--- config.mk ---
export PLATFORM = sky130hd
export DESIGN_NAME = tq_trigger
export DESIGN_NICKNAME = d
export VERILOG_FILES = /design/src/tq_pkg.sv /design/src/tq_tick_counter.sv /design/src/tq_trigger.sv
export VERILOG_INCLUDE_DIRS = /design/src /design/src/src
export SDC_FILE = /design/constraint.sdc
export NUM_CORES = 2
export LEC_CHECK = 0
export BUFFER_PORTS_ARGS = -buffer_cell sky130_fd_sc_hd__buf_2
export CORE_AREA = 2 2 339 341
export DETAILED_ROUTE_END_ITERATION = 8
export DIE_AREA = 0 0 341 343
export PLACE_DENSITY_LB_ADDON = 0.15
export SYNTH_ARGS = -nofsm -noshare
export SYNTH_HDL_FRONTEND = slang
export SYNTH_HIERARCHICAL = 1
export SYNTH_SLANG_ARGS = --single-unit
export TNS_END_PERCENT = 20
--- constraint.sdc ---
create_clock -name clk_in -period 16.96 [get_ports clk_in]
set_clock_uncertainty 0.2 [all_clocks]
set_input_delay 2.544 -clock clk_in [delete_from_list [all_inputs] [get_ports clk_in]]
set_output_delay 2.544 -clock clk_in [all_outputs]
set_load 0.02 [all_outputs]
--- src/tq_defs.svh ---
// Register map, field positions and timing constants of the trigger qualifier.
// Assumes it is included by bare name from the package and the design files.
`ifndef TQ_DEFS_SVH
`define TQ_DEFS_SVH

// ----------------------------------------------------------------------------
// Register offsets (byte addresses)
// ----------------------------------------------------------------------------
`define TQ_ADDR_CTRL    8'h00
`define TQ_ADDR_CFG     8'h04
`define TQ_ADDR_T1      8'h08
`define TQ_ADDR_T2      8'h0C
`define TQ_ADDR_DEV     8'h10
`define TQ_ADDR_HOLD    8'h14
`define TQ_ADDR_LEVEL   8'h18
`define TQ_ADDR_STATUS  8'h1C
`define TQ_ADDR_TRIGCNT 8'h20

// ----------------------------------------------------------------------------
// Command bits of the control register (write only, self clearing)
// ----------------------------------------------------------------------------
`define TQ_CTRL_TOGGLE  0
`define TQ_CTRL_SLOPE   1
`define TQ_CTRL_AUTO_CONFIGURE 2
`define TQ_CTRL_ARM     3
`define TQ_CTRL_RUN     4

// ----------------------------------------------------------------------------
// Configuration register fields
// ----------------------------------------------------------------------------
`define TQ_CFG_TYPE     0
`define TQ_CFG_SRC_LSB  1
`define TQ_CFG_SRC_MSB  4
`define TQ_CFG_NEG      5
`define TQ_CFG_CMP_LSB  6
`define TQ_CFG_CMP_MSB  8
`define TQ_CFG_LP       9
`define TQ_CFG_NR       10
`define TQ_CFG_AC       11
`define TQ_CFG_HF       12
`define TQ_CFG_HOLD_EN  13
`define TQ_REF_COARSE   31
`define TQ_CFG_RESET    32'h0000_0000
`define TQ_LEVEL_RESET  12'h800

// ----------------------------------------------------------------------------
// Times and counts
// ----------------------------------------------------------------------------
`define TQ_CNT_W          34
`define TQ_CLK_NS         34'd40
`define TQ_TICK_NS        34'd2
`define TQ_US_NS          34'd1000
`define TQ_REF_MIN_NS     34'd16
`define TQ_HOLD_MIN_NS    34'd50
`define TQ_DEV_STEP_NS    34'd8
`define TQ_FINE_MAX_NS    34'd1000000
`define TQ_MAX_US         31'h0098_9680
`define TQ_DEV_MAX_STEPS  17'h1_410B
`define TQ_TICKS_PER_CLK  (`TQ_CLK_NS / `TQ_TICK_NS)
`define TQ_US_TICKS       (`TQ_US_NS / `TQ_TICK_NS)
`define TQ_DEV_TICKS      (`TQ_DEV_STEP_NS / `TQ_TICK_NS)
`define TQ_REF_MIN_TICKS  ((`TQ_REF_MIN_NS + `TQ_TICK_NS - 34'd1) / `TQ_TICK_NS)
`define TQ_HOLD_MIN_TICKS ((`TQ_HOLD_MIN_NS + `TQ_TICK_NS - 34'd1) / `TQ_TICK_NS)
`define TQ_FINE_MAX_TICKS (`TQ_FINE_MAX_NS / `TQ_TICK_NS)
`define TQ_MAX_TICKS      (34'(`TQ_MAX_US) * `TQ_US_TICKS)
`define TQ_CNT_MAX        34'h3_FFFF_FFFF

`endif

--- src/tq_pkg.sv ---
// Types shared by the trigger qualifier files.
// Assumes tq_defs.svh is on the include path.
`include "tq_defs.svh"
package tq_pkg;

  typedef enum logic [1:0] {
    TQ_SLOPE_RISE = 2'h0,
    TQ_SLOPE_FALL = 2'h1,
    TQ_SLOPE_BOTH = 2'h2
  } tq_slope_t;

  typedef enum logic [2:0] {
    TQ_CMP_GT  = 3'h0,
    TQ_CMP_LT  = 3'h1,
    TQ_CMP_EQ  = 3'h2,
    TQ_CMP_NE  = 3'h3,
    TQ_CMP_IN  = 3'h4,
    TQ_CMP_OUT = 3'h5
  } tq_cmp_t;

  typedef enum logic [2:0] {
    TQ_ST_RUN  = 3'b001,
    TQ_ST_HOLD = 3'b010,
    TQ_ST_STOP = 3'b100
  } tq_state_t;

  typedef struct packed {
    logic        ac_coupling;
    logic        high_freq_coupling;
    logic        lowpass_trigger_filter;
    logic        noise_reduction_filter;
    logic [11:0] level;
  } tq_fe_ctrl_t;

endpackage

--- src/tq_tick_counter.sv ---
// Saturating time counter in 2 ns ticks, advanced once per clock.
// Assumes one 25 MHz clock; a clear loads one clock period of ticks.
`timescale 1ns/1ps
`default_nettype none
`include "tq_defs.svh"
module tq_tick_counter (
  input  wire logic                  clk_in,
  input  wire logic                  resetn_in,
  input  wire logic                  clear_in,
  input  wire logic                  run_in,
  output logic [`TQ_CNT_W-1:0]       count_out
);

  logic [`TQ_CNT_W-1:0] count_q;
  logic [`TQ_CNT_W-1:0] count_d;
  wire                  at_top = (count_q > (`TQ_CNT_MAX - `TQ_TICKS_PER_CLK));

  // Saturation keeps an overlong pulse from wrapping into a short one.
  assign count_d = clear_in ? `TQ_TICKS_PER_CLK :
                   !run_in  ? count_q :
                   at_top   ? `TQ_CNT_MAX : count_q + `TQ_TICKS_PER_CLK;

  always_ff @(posedge clk_in or negedge resetn_in) begin
    if (!resetn_in) begin
      count_q <= '0;
    end else begin
      count_q <= count_d;
    end
  end

  assign count_out = count_q;

endmodule
`default_nettype wire

--- src/tq_trigger.sv ---
// Trigger decision logic: mode, source, edge and pulse-width qualification.
// Assumes inputs synchronous to clk_in and a one-cycle register strobe bus.
// What this block does
// Auto mode self-triggers without qualifying event.
// Normal mode triggers only on met condition.
// Single shot arms once, stops after trigger.
// Mode key toggles between auto and normal.
// Sources: two channels, eight digital, mains.
// Edge mode fires on selected level crossing.
// Slope key cycles rising, falling, both.
// Auto configure forces edge trigger type.
// Lowpass and noise reduction filters exclusive.
// AC auto limits level to peaks.
// Pulse mode fires on trailing edge.
// Width measured between edges per polarity.
// Six width comparisons are selectable.
// Equal means within reference plus deviation.
// Unequal means outside reference plus deviation.
// In range is between lower and upper.
// Out of range is beyond either bound.
// Reference times span 16 ns to 10 s.
// 2 ns steps to 1 ms, then microseconds.
// Deviation in 8 ns steps to 657.5 us.
// Hold-off blocks triggers, may be disabled.
// Auto self-trigger after configurable timeout.
// Width counter uses 2 ns ticks, saturates.
//
// Decided for this implementation: strobed register access and the address map.
`timescale 1ns/1ps
`default_nettype none
`include "tq_defs.svh"
module tq_trigger #(
  parameter int unsigned AUTO_TIMEOUT_NS = 100000000
) (
  input  wire logic               clk_in,
  input  wire logic               resetn_in,
  input  wire logic [7:0]         addr_in,
  input  wire logic [31:0]        wr_data_in,
  input  wire logic               wr_in,
  input  wire logic               rd_in,
  input  wire logic [1:0]         ch_above_in,
  input  wire logic [7:0]         dig_in,
  input  wire logic               probe_present_in,
  input  wire logic               mains_sync_source_in,
  input  wire logic [11:0]        peak_max_in,
  input  wire logic [11:0]        peak_min_in,
  output logic [31:0]             rd_data_out,
  output logic                    trigger_out,
  output logic                    stopped_out,
  output tq_pkg::tq_fe_ctrl_t     fe_ctrl_out
);

  // --------------------------------------------------------------------------
  // Constants
  // --------------------------------------------------------------------------
  localparam int unsigned AUTO_CYC  = AUTO_TIMEOUT_NS / int'(`TQ_CLK_NS);
  localparam logic [31:0] AUTO_LAST = (AUTO_CYC > 1) ? 32'(AUTO_CYC - 1) : 32'h0000_0000;

  // Turns a reference register into ticks, bounded to the legal span.
  function automatic logic [`TQ_CNT_W-1:0] to_ticks(input logic [31:0] r,
                                                     input logic [`TQ_CNT_W-1:0] lo);
    logic [30:0]           v;
    logic [`TQ_CNT_W-1:0]  t;
    v = (r[30:0] > `TQ_MAX_US) ? `TQ_MAX_US : r[30:0];
    // fine and coarse resolution
    t = r[`TQ_REF_COARSE] ? 34'(v) * `TQ_US_TICKS : 34'(r[30:0]);
    if (!r[`TQ_REF_COARSE] && t > `TQ_FINE_MAX_TICKS) t = `TQ_FINE_MAX_TICKS;
    // bounded reference span
    if (t < lo) t = lo;
    if (t > `TQ_MAX_TICKS) t = `TQ_MAX_TICKS;
    return t;
  endfunction

  // --------------------------------------------------------------------------
  // Registers
  // --------------------------------------------------------------------------
  logic                 mode_normal_q;
  logic                 single_q;
  tq_pkg::tq_slope_t    slope_q;
  logic                 type_pulse_q;
  logic [3:0]           src_q;
  logic                 neg_q;
  tq_pkg::tq_cmp_t      cmp_q;
  logic                 lp_q;
  logic                 nr_q;
  logic                 ac_q;
  logic                 hf_q;
  logic                 hold_en_q;
  logic [31:0]          t1_q;
  logic [31:0]          t2_q;
  logic [16:0]          dev_q;
  logic [31:0]          hold_q;
  logic [11:0]          level_q;
  tq_pkg::tq_state_t    state_q;
  tq_pkg::tq_state_t    state_d;
  logic                 s_q;
  logic [31:0]          auto_cnt_q;
  logic                 trig_q;
  logic [31:0]          trig_cnt_q;
  logic [31:0]          rd_data_q;
  tq_pkg::tq_fe_ctrl_t  fe_q;

  // --------------------------------------------------------------------------
  // Register bus decode
  // --------------------------------------------------------------------------
  wire wr_ctrl    = wr_in && (addr_in == `TQ_ADDR_CTRL);
  wire wr_cfg     = wr_in && (addr_in == `TQ_ADDR_CFG);
  wire do_toggle  = wr_ctrl && wr_data_in[`TQ_CTRL_TOGGLE];
  wire do_slope   = wr_ctrl && wr_data_in[`TQ_CTRL_SLOPE];
  wire do_auto_configure = wr_ctrl && wr_data_in[`TQ_CTRL_AUTO_CONFIGURE];
  wire do_arm     = wr_ctrl && wr_data_in[`TQ_CTRL_ARM];
  wire do_run     = wr_ctrl && wr_data_in[`TQ_CTRL_RUN];
  wire new_lp     = wr_data_in[`TQ_CFG_LP];
  // lowpass wins when both are requested
  wire new_nr     = wr_data_in[`TQ_CFG_NR] && !new_lp;

  // slope advances cyclically
  wire tq_pkg::tq_slope_t slope_next =
    (slope_q == tq_pkg::TQ_SLOPE_RISE) ? tq_pkg::TQ_SLOPE_FALL :
    (slope_q == tq_pkg::TQ_SLOPE_FALL) ? tq_pkg::TQ_SLOPE_BOTH : tq_pkg::TQ_SLOPE_RISE;

  // --------------------------------------------------------------------------
  // Source selection and edges
  // --------------------------------------------------------------------------
  // digital inputs count only with the probe attached
  wire [15:0] src_vec = {5'h00, mains_sync_source_in, dig_in & {8{probe_present_in}},
                         ch_above_in};
  wire        s_now   = src_vec[src_q];
  wire        rise    = s_now && !s_q;
  wire        fall    = !s_now && s_q;
  // selected crossing direction
  wire        edge_hit = (slope_q == tq_pkg::TQ_SLOPE_RISE) ? rise :
                         (slope_q == tq_pkg::TQ_SLOPE_FALL) ? fall : (rise || fall);

  // polarity picks the edges that bound the pulse
  wire        lead     = neg_q ? fall : rise;
  wire        trail    = neg_q ? rise : fall;
  wire        in_pulse = s_now ^ neg_q;

  // --------------------------------------------------------------------------
  // Width measurement and comparison
  // --------------------------------------------------------------------------
  logic [`TQ_CNT_W-1:0] width;
  logic [`TQ_CNT_W-1:0] hold_cnt;

  // width counter on the 2 ns time base
  tq_tick_counter u_width (
    .clk_in    (clk_in),
    .resetn_in (resetn_in),
    .clear_in  (lead),
    .run_in    (in_pulse),
    .count_out (width)
  );

  wire [16:0] dev_steps = (dev_q == 17'h0_0000) ? 17'h0_0001 :
                          (dev_q > `TQ_DEV_MAX_STEPS) ? `TQ_DEV_MAX_STEPS : dev_q;
  // deviation in 8 ns steps
  wire [`TQ_CNT_W-1:0] dev_t  = 34'(dev_steps) * `TQ_DEV_TICKS;
  wire [`TQ_CNT_W-1:0] t1_t   = to_ticks(t1_q, `TQ_REF_MIN_TICKS);
  wire [`TQ_CNT_W-1:0] t2_t   = to_ticks(t2_q, `TQ_REF_MIN_TICKS);
  wire [`TQ_CNT_W-1:0] hold_t = to_ticks(hold_q, `TQ_HOLD_MIN_TICKS);
  wire [`TQ_CNT_W-1:0] eq_lo  = (t1_t > dev_t) ? (t1_t - dev_t) : '0;
  wire [`TQ_CNT_W-1:0] eq_hi  = t1_t + dev_t;
  // tolerance window around the reference
  wire in_tol  = (width >= eq_lo) && (width <= eq_hi);
  // strictly between lower and upper
  wire in_rng  = (width > t1_t) && (width < t2_t);
  // beyond either bound
  wire out_rng = (width > t2_t) || (width < t1_t);

  // six comparisons
  // unequal is outside the tolerance window
  wire width_ok = (cmp_q == tq_pkg::TQ_CMP_GT)  ? (width > t1_t) :
                  (cmp_q == tq_pkg::TQ_CMP_LT)  ? (width < t1_t) :
                  (cmp_q == tq_pkg::TQ_CMP_EQ)  ? in_tol :
                  (cmp_q == tq_pkg::TQ_CMP_NE)  ? !in_tol :
                  (cmp_q == tq_pkg::TQ_CMP_IN)  ? in_rng :
                  (cmp_q == tq_pkg::TQ_CMP_OUT) ? out_rng : 1'b0;

  // pulse trigger only on the trailing edge
  wire cond = type_pulse_q ? (trail && width_ok) : edge_hit;

  // --------------------------------------------------------------------------
  // Trigger sequencing
  // --------------------------------------------------------------------------
  wire running   = (state_q == tq_pkg::TQ_ST_RUN);
  // normal and single fire only on a met condition
  wire cond_fire = running && cond;
  // automatic mode fires by itself
  wire auto_fire = running && !mode_normal_q && !single_q && !cond &&
                   (auto_cnt_q == AUTO_LAST);
  wire fire      = cond_fire || auto_fire;
  // hold-off expiry
  wire hold_done = (hold_cnt >= hold_t);

  tq_tick_counter u_hold (
    .clk_in    (clk_in),
    .resetn_in (resetn_in),
    .clear_in  (fire),
    .run_in    (state_q == tq_pkg::TQ_ST_HOLD),
    .count_out (hold_cnt)
  );

  always_comb begin
    state_d = state_q;
    case (state_q)
      tq_pkg::TQ_ST_RUN: begin
        // a single shot stops after its trigger
        if (fire && single_q) begin
          state_d = tq_pkg::TQ_ST_STOP;
        end else if (fire && hold_en_q) begin
          state_d = tq_pkg::TQ_ST_HOLD;
        end
      end
      tq_pkg::TQ_ST_HOLD: begin
        if (hold_done) begin
          state_d = tq_pkg::TQ_ST_RUN;
        end
      end
      tq_pkg::TQ_ST_STOP: begin
        state_d = tq_pkg::TQ_ST_STOP;
      end
      default: begin
        state_d = tq_pkg::TQ_ST_RUN;
      end
    endcase
    // Re-arming overrides any state so software never waits on hold-off.
    if (do_arm || do_run) begin
      state_d = tq_pkg::TQ_ST_RUN;
    end
  end

  // peak-to-peak limit only for AC coupling in auto mode
  wire        lvl_limit = ac_q && !mode_normal_q;
  wire [11:0] level_eff = !lvl_limit ? level_q :
                          (level_q > peak_max_in) ? peak_max_in :
                          (level_q < peak_min_in) ? peak_min_in : level_q;

  // --------------------------------------------------------------------------
  // Read multiplexer
  // --------------------------------------------------------------------------
  wire [31:0] cfg_rd = {18'h0_0000, hold_en_q, hf_q, ac_q, nr_q, lp_q, cmp_q, neg_q, src_q,
                        type_pulse_q};
  wire [31:0] st_rd  = {26'h000_0000, (state_q == tq_pkg::TQ_ST_HOLD),
                        (state_q == tq_pkg::TQ_ST_STOP), single_q, slope_q, mode_normal_q};
  wire [31:0] rd_mux = (addr_in == `TQ_ADDR_CFG)     ? cfg_rd :
                       (addr_in == `TQ_ADDR_T1)      ? t1_q :
                       (addr_in == `TQ_ADDR_T2)      ? t2_q :
                       (addr_in == `TQ_ADDR_DEV)     ? {15'h0000, dev_q} :
                       (addr_in == `TQ_ADDR_HOLD)    ? hold_q :
                       (addr_in == `TQ_ADDR_LEVEL)   ? {20'h0_0000, level_q} :
                       (addr_in == `TQ_ADDR_STATUS)  ? st_rd :
                       (addr_in == `TQ_ADDR_TRIGCNT) ? trig_cnt_q : 32'h0000_0000;

  // --------------------------------------------------------------------------
  // Flip-flops
  // --------------------------------------------------------------------------
  always_ff @(posedge clk_in or negedge resetn_in) begin
    if (!resetn_in) begin
      mode_normal_q <= 1'b0;
      single_q      <= 1'b0;
      slope_q       <= tq_pkg::TQ_SLOPE_RISE;
      type_pulse_q  <= 1'b0;
      src_q         <= 4'h0;
      neg_q         <= 1'b0;
      cmp_q         <= tq_pkg::TQ_CMP_GT;
      lp_q          <= 1'b0;
      nr_q          <= 1'b0;
      ac_q          <= 1'b0;
      hf_q          <= 1'b0;
      hold_en_q     <= 1'b0;
    end else begin
      // mode key toggles auto and normal
      if (do_toggle) mode_normal_q <= !mode_normal_q;
      if (do_arm) single_q <= 1'b1;
      else if (do_run) single_q <= 1'b0;
      if (do_slope) slope_q <= slope_next;
      if (wr_cfg) begin
        type_pulse_q <= wr_data_in[`TQ_CFG_TYPE];
        src_q        <= wr_data_in[`TQ_CFG_SRC_MSB:`TQ_CFG_SRC_LSB];
        neg_q        <= wr_data_in[`TQ_CFG_NEG];
        cmp_q        <= tq_pkg::tq_cmp_t'(wr_data_in[`TQ_CFG_CMP_MSB:`TQ_CFG_CMP_LSB]);
        lp_q         <= new_lp;
        nr_q         <= new_nr;
        ac_q         <= wr_data_in[`TQ_CFG_AC];
        hf_q         <= wr_data_in[`TQ_CFG_HF];
        hold_en_q    <= wr_data_in[`TQ_CFG_HOLD_EN];
      end
      // auto configure forces edge type
      if (do_auto_configure) type_pulse_q <= 1'b0;
    end
  end

  always_ff @(posedge clk_in or negedge resetn_in) begin
    if (!resetn_in) begin
      t1_q    <= 32'h0000_0000;
      t2_q    <= 32'h0000_0000;
      dev_q   <= 17'h0_0000;
      hold_q  <= 32'h0000_0000;
      level_q <= `TQ_LEVEL_RESET;
    end else if (wr_in) begin
      if (addr_in == `TQ_ADDR_T1) t1_q <= wr_data_in;
      if (addr_in == `TQ_ADDR_T2) t2_q <= wr_data_in;
      if (addr_in == `TQ_ADDR_DEV) dev_q <= wr_data_in[16:0];
      if (addr_in == `TQ_ADDR_HOLD) hold_q <= wr_data_in;
      if (addr_in == `TQ_ADDR_LEVEL) level_q <= wr_data_in[11:0];
    end
  end

  always_ff @(posedge clk_in or negedge resetn_in) begin
    if (!resetn_in) begin
      state_q    <= tq_pkg::TQ_ST_RUN;
      s_q        <= 1'b0;
      auto_cnt_q <= 32'h0000_0000;
      trig_q     <= 1'b0;
      trig_cnt_q <= 32'h0000_0000;
      rd_data_q  <= 32'h0000_0000;
      fe_q       <= '0;
    end else begin
      state_q    <= state_d;
      s_q        <= s_now;
      // timeout restarts on every trigger and outside the run state
      auto_cnt_q <= (fire || !running) ? 32'h0000_0000 :
                    (auto_cnt_q == AUTO_LAST) ? auto_cnt_q : auto_cnt_q + 32'h0000_0001;
      trig_q     <= fire;
      trig_cnt_q <= fire ? trig_cnt_q + 32'h0000_0001 : trig_cnt_q;
      rd_data_q  <= rd_in ? rd_mux : 32'h0000_0000;
      fe_q       <= '{ac_q, hf_q, lp_q, nr_q, level_eff};
    end
  end

  assign rd_data_out = rd_data_q;
  assign trigger_out = trig_q;
  assign stopped_out = (state_q == tq_pkg::TQ_ST_STOP);
  assign fe_ctrl_out = fe_q;
endmodule
`default_nettype wire

==> impl_metrics.toml <==
[outcome]
status = "finished, final reports clean"

[clock_network]
cts-buffers-inserted = 44
cts_root_buffer = "clkbuf_16"
postCtsSetupRepairBufs = 0
clkSlewWorstSetupHoldPaths_ns = 0.06
ctsResizeCount = 0
cts_max_path_buffers = 3
tritoncts_clock_tree = "done"
clk_latency_ns = 0.62
htree_levels = 2
hold_buffers = 0
tritoncts_num_sinks = 326

[yosys]
ys_warn_count = 6
synthCells = 4332
synthArstFlopShare_pct = 100.0
synth.distinct_cells = 103
synth_area_per_cell_um2 = 9.087
syn_area_mm2 = 0.03936
number_of_synthesized_register_bits = 326
number_of_flops_mapped_to_enable_cells_by_yosys = 0
part_of_the_yosys_area_used_for_sequential_elements_pct = 20.73
postSynth.topFlopCell = "dfrtp_1"

[route]
detailedRoute.firstPassIterationCount = 9
dr.first_iter.drc_count = 2850
routed_wl_per_cell_um = 22.23
drt_drc_violations_left = 0
wl_um = 133400
antenna_violating_nets_post_route = 0
route.vias.total = 33761
drt-vias-per-instance = 5.629

[floorplanning]
row_count = 124
initial_utilization_pct = 34.71
top_ports = 130
chipWidth_um = 341
core_region_area_mm2 = 0.1134
fp.dieH_um = 343
die-area_mm2 = 0.1170

[global_route]
track_usage_pct = 22.76
groute.layer.met3.usage_pct = 2.443
grt_start_max_net_pins = 104
grt_util_met2_pct = 35.45
grt_peak_use_layer = "met2"
grt_antenna_before_repair = 9
globalRoute.totalOverflow = 0
gr-usage-met1_pct = 34.00
grt_first_pass_wirelength_um = 208100
grt_pass1_vias = 33565

[timing]
maxSlewViolCount = 0
setup_viol = 0
min_period_ns = 15.91
final_hold_viol_count = 0
rsz0062_at_grt = "no"
worst_pin_slew_ns = 1.238
worst_slew_margin_rel_pct = 16.69
final.period_utilization_pct = 93.80
max_freq_mhz = 62.86
timing.setup.tns_ns = 0

[finish]
number_of_filler_instances_in_the_final_layout = 11580
layout.cells.most_common = "ha_1"
area_growth_pct = 10.38
final_layout_size_suffix_gt1_share_pct = 11.42
nNetsFinal = 5245
finish.instance_area_mm2 = 0.04345
post-route-util_pct = 38.31
layout.cells.most_common_list = "416 x ha_1, 397 x inv_1, 322 x dfrtp_1"

[setup_path]
crit_path_max_incr_delay_ns = 0.77
worstPathRequired_ns = 17.30
timing_worst_setup_path_type = "reg -> reg"
critPathMaxFanout = 28
timing.critical_path.slowest_stage_cell = "or4_1"
setup.worst_path.end_class = "flop"
critical-path-top-cell-by-count = "inv_1"
arrival_ns = 16.25
startpoint_type = "flop"

[placement]
port_buffers = 129
place_hpwl_um = 107500
gp_congestion = 0.9361
dpl-instance-area_mm2 = 0.04187

[power]
powerDensity_mw_per_mm2 = 144.7
power.static_leakage_uw = 0.02131
worst_ir_drop_vdd_uv = 87.98

[job]
cap_viol_max_count = 0

[min_path]
holdCritPathClass = "reg -> reg"
[state kept, by name (all words and copies together) (netlist names), 2 cells and up]
signal	count
u_hold/count_out	33
u_width/count_out	33
auto_cnt_q	32
hold_q	32
rd_data_out	32
t1_q	32
t2_q	32
trig_cnt_q	32
dev_q	17
fe_ctrl_out	16
level_q	12
src_q	4
cmp_q	3
state_q	3
slope_q	2
[worst max-delay path: cells and delay by family, from the launching register on]
family                     cells  cell delay, ns
buffers and inverters         11            1.99
and+or+nand+nor               17            4.53
muxes                          1            0.15
DFF                            1            0.36
adders and majority gates      7            3.09
AOI/OAI and AO/OA             20            5.41
[cell families (layout without fill, tap and decap cells)]
logic type | Yosys count | count (layout) | share of synthesized area (%)
and+or+nand+nor | 1333 | 1333 | 17.81
AOI/OAI and AO/OA | 1022 | 1022 | 18.11
adders and majority gates | 718 | 718 | 28.58
buffers and inverters | 571 | 653 | 5.620
DFF | 326 | 326 | 20.73
muxes | 187 | 187 | 5.273
xor gates and xnor gates | 173 | 173 | 3.849
other | 2 | 74 | 0.01908
[Yosys cell counts, drive strengths merged, types with 26 or more instances]
cell	n	area, µm²
mux2	153	1723
clkbuf	123	461.7
a211oi	61	488.0
nand2	291	1092
xnor2	119	1042
nand2b	48	300.3
buf	51	260.3
a22oi	67	503.0
o21a	38	285.3
and3	75	474.2
xor2	54	473.0
or3	44	275.3
nor4	49	380.4
inv	397	1490
mux2i	33	330.3
nand3	117	595.6
nor2	296	1119
a31oi	50	312.8
and2	62	392.9
nor3	100	510.5
a21o	123	923.4
nor2b	36	225.2
a21oi	237	1194
o21ai	135	675.6
nand4	93	630.6
ha	416	5205
dfrtp	324	8108
fa	302	6046
o211ai	38	285.3
a211o	26	227.7
[power breakdown]
group,switching [µW],total (µW),internal (µW)
clock network,403,1010,610
registers,76.6,889,812
logic,2680,4390,1710
[worst paths after layout]
path / to / startpoint / cells past startpoint / slack [ns]
min in group asynchronous: t2_q[26]$_DFFE_PN0P_ / resetn_in / 1 / 1.77
setup reg to reg: auto_cnt_q[19]$_DFFE_PN0P_ / t1_q[18]$_DFFE_PN0P_ / 56 / 1.05
setup / recovery: auto_cnt_q[19]$_DFFE_PN0P_ / t1_q[18]$_DFFE_PN0P_ / 56 / 1.05
max in group asynchronous: auto_cnt_q[11]$_DFFE_PN0P_ / resetn_in / 4 / 12.08
hold reg to reg: fe_ctrl_out[13]$_DFF_PN0_ / lp_q$_DFFE_PN0P_ / 0 / 0.22
hold / removal: fe_ctrl_out[13]$_DFF_PN0_ / lp_q$_DFFE_PN0P_ / 0 / 0.22
[per-layer routing]
layer  share of wire (%)  wire length [µm]
met5              0.0082                11
met1                  48             64320
met2                  45             59680
met3                 5.2              6896
met4                 1.8              2446
[final cells by class]
class	instances	area, µm²	share of cell area, %
antenna	4	10.01	0.02304
clock buffer	59	1269	2.920
clock inverter	22	302.8	0.6968
inverter	397	1490	3.430
multi-input combinational	3503	29310	67.46
sequential	326	8163	18.79
tap	1512	1892	4.354
timing repair buffer	175	1013	2.332
[stage by stage]
step                worst slack [ns]  cells  hold slack [ns]  power, µW
finish                         1.051   5998           0.2241       6289
CTS                            1.239   5994           0.2294       6305
global placement               1.400   5913           0.2083       5232
detailed placement             1.285   5913           0.2167       5248
global route                  0.3355   5994           0.2478       6933
floorplan                      2.418   4400           0.1687       4154
Note: power is estimated with default switching activity, not from simulation.
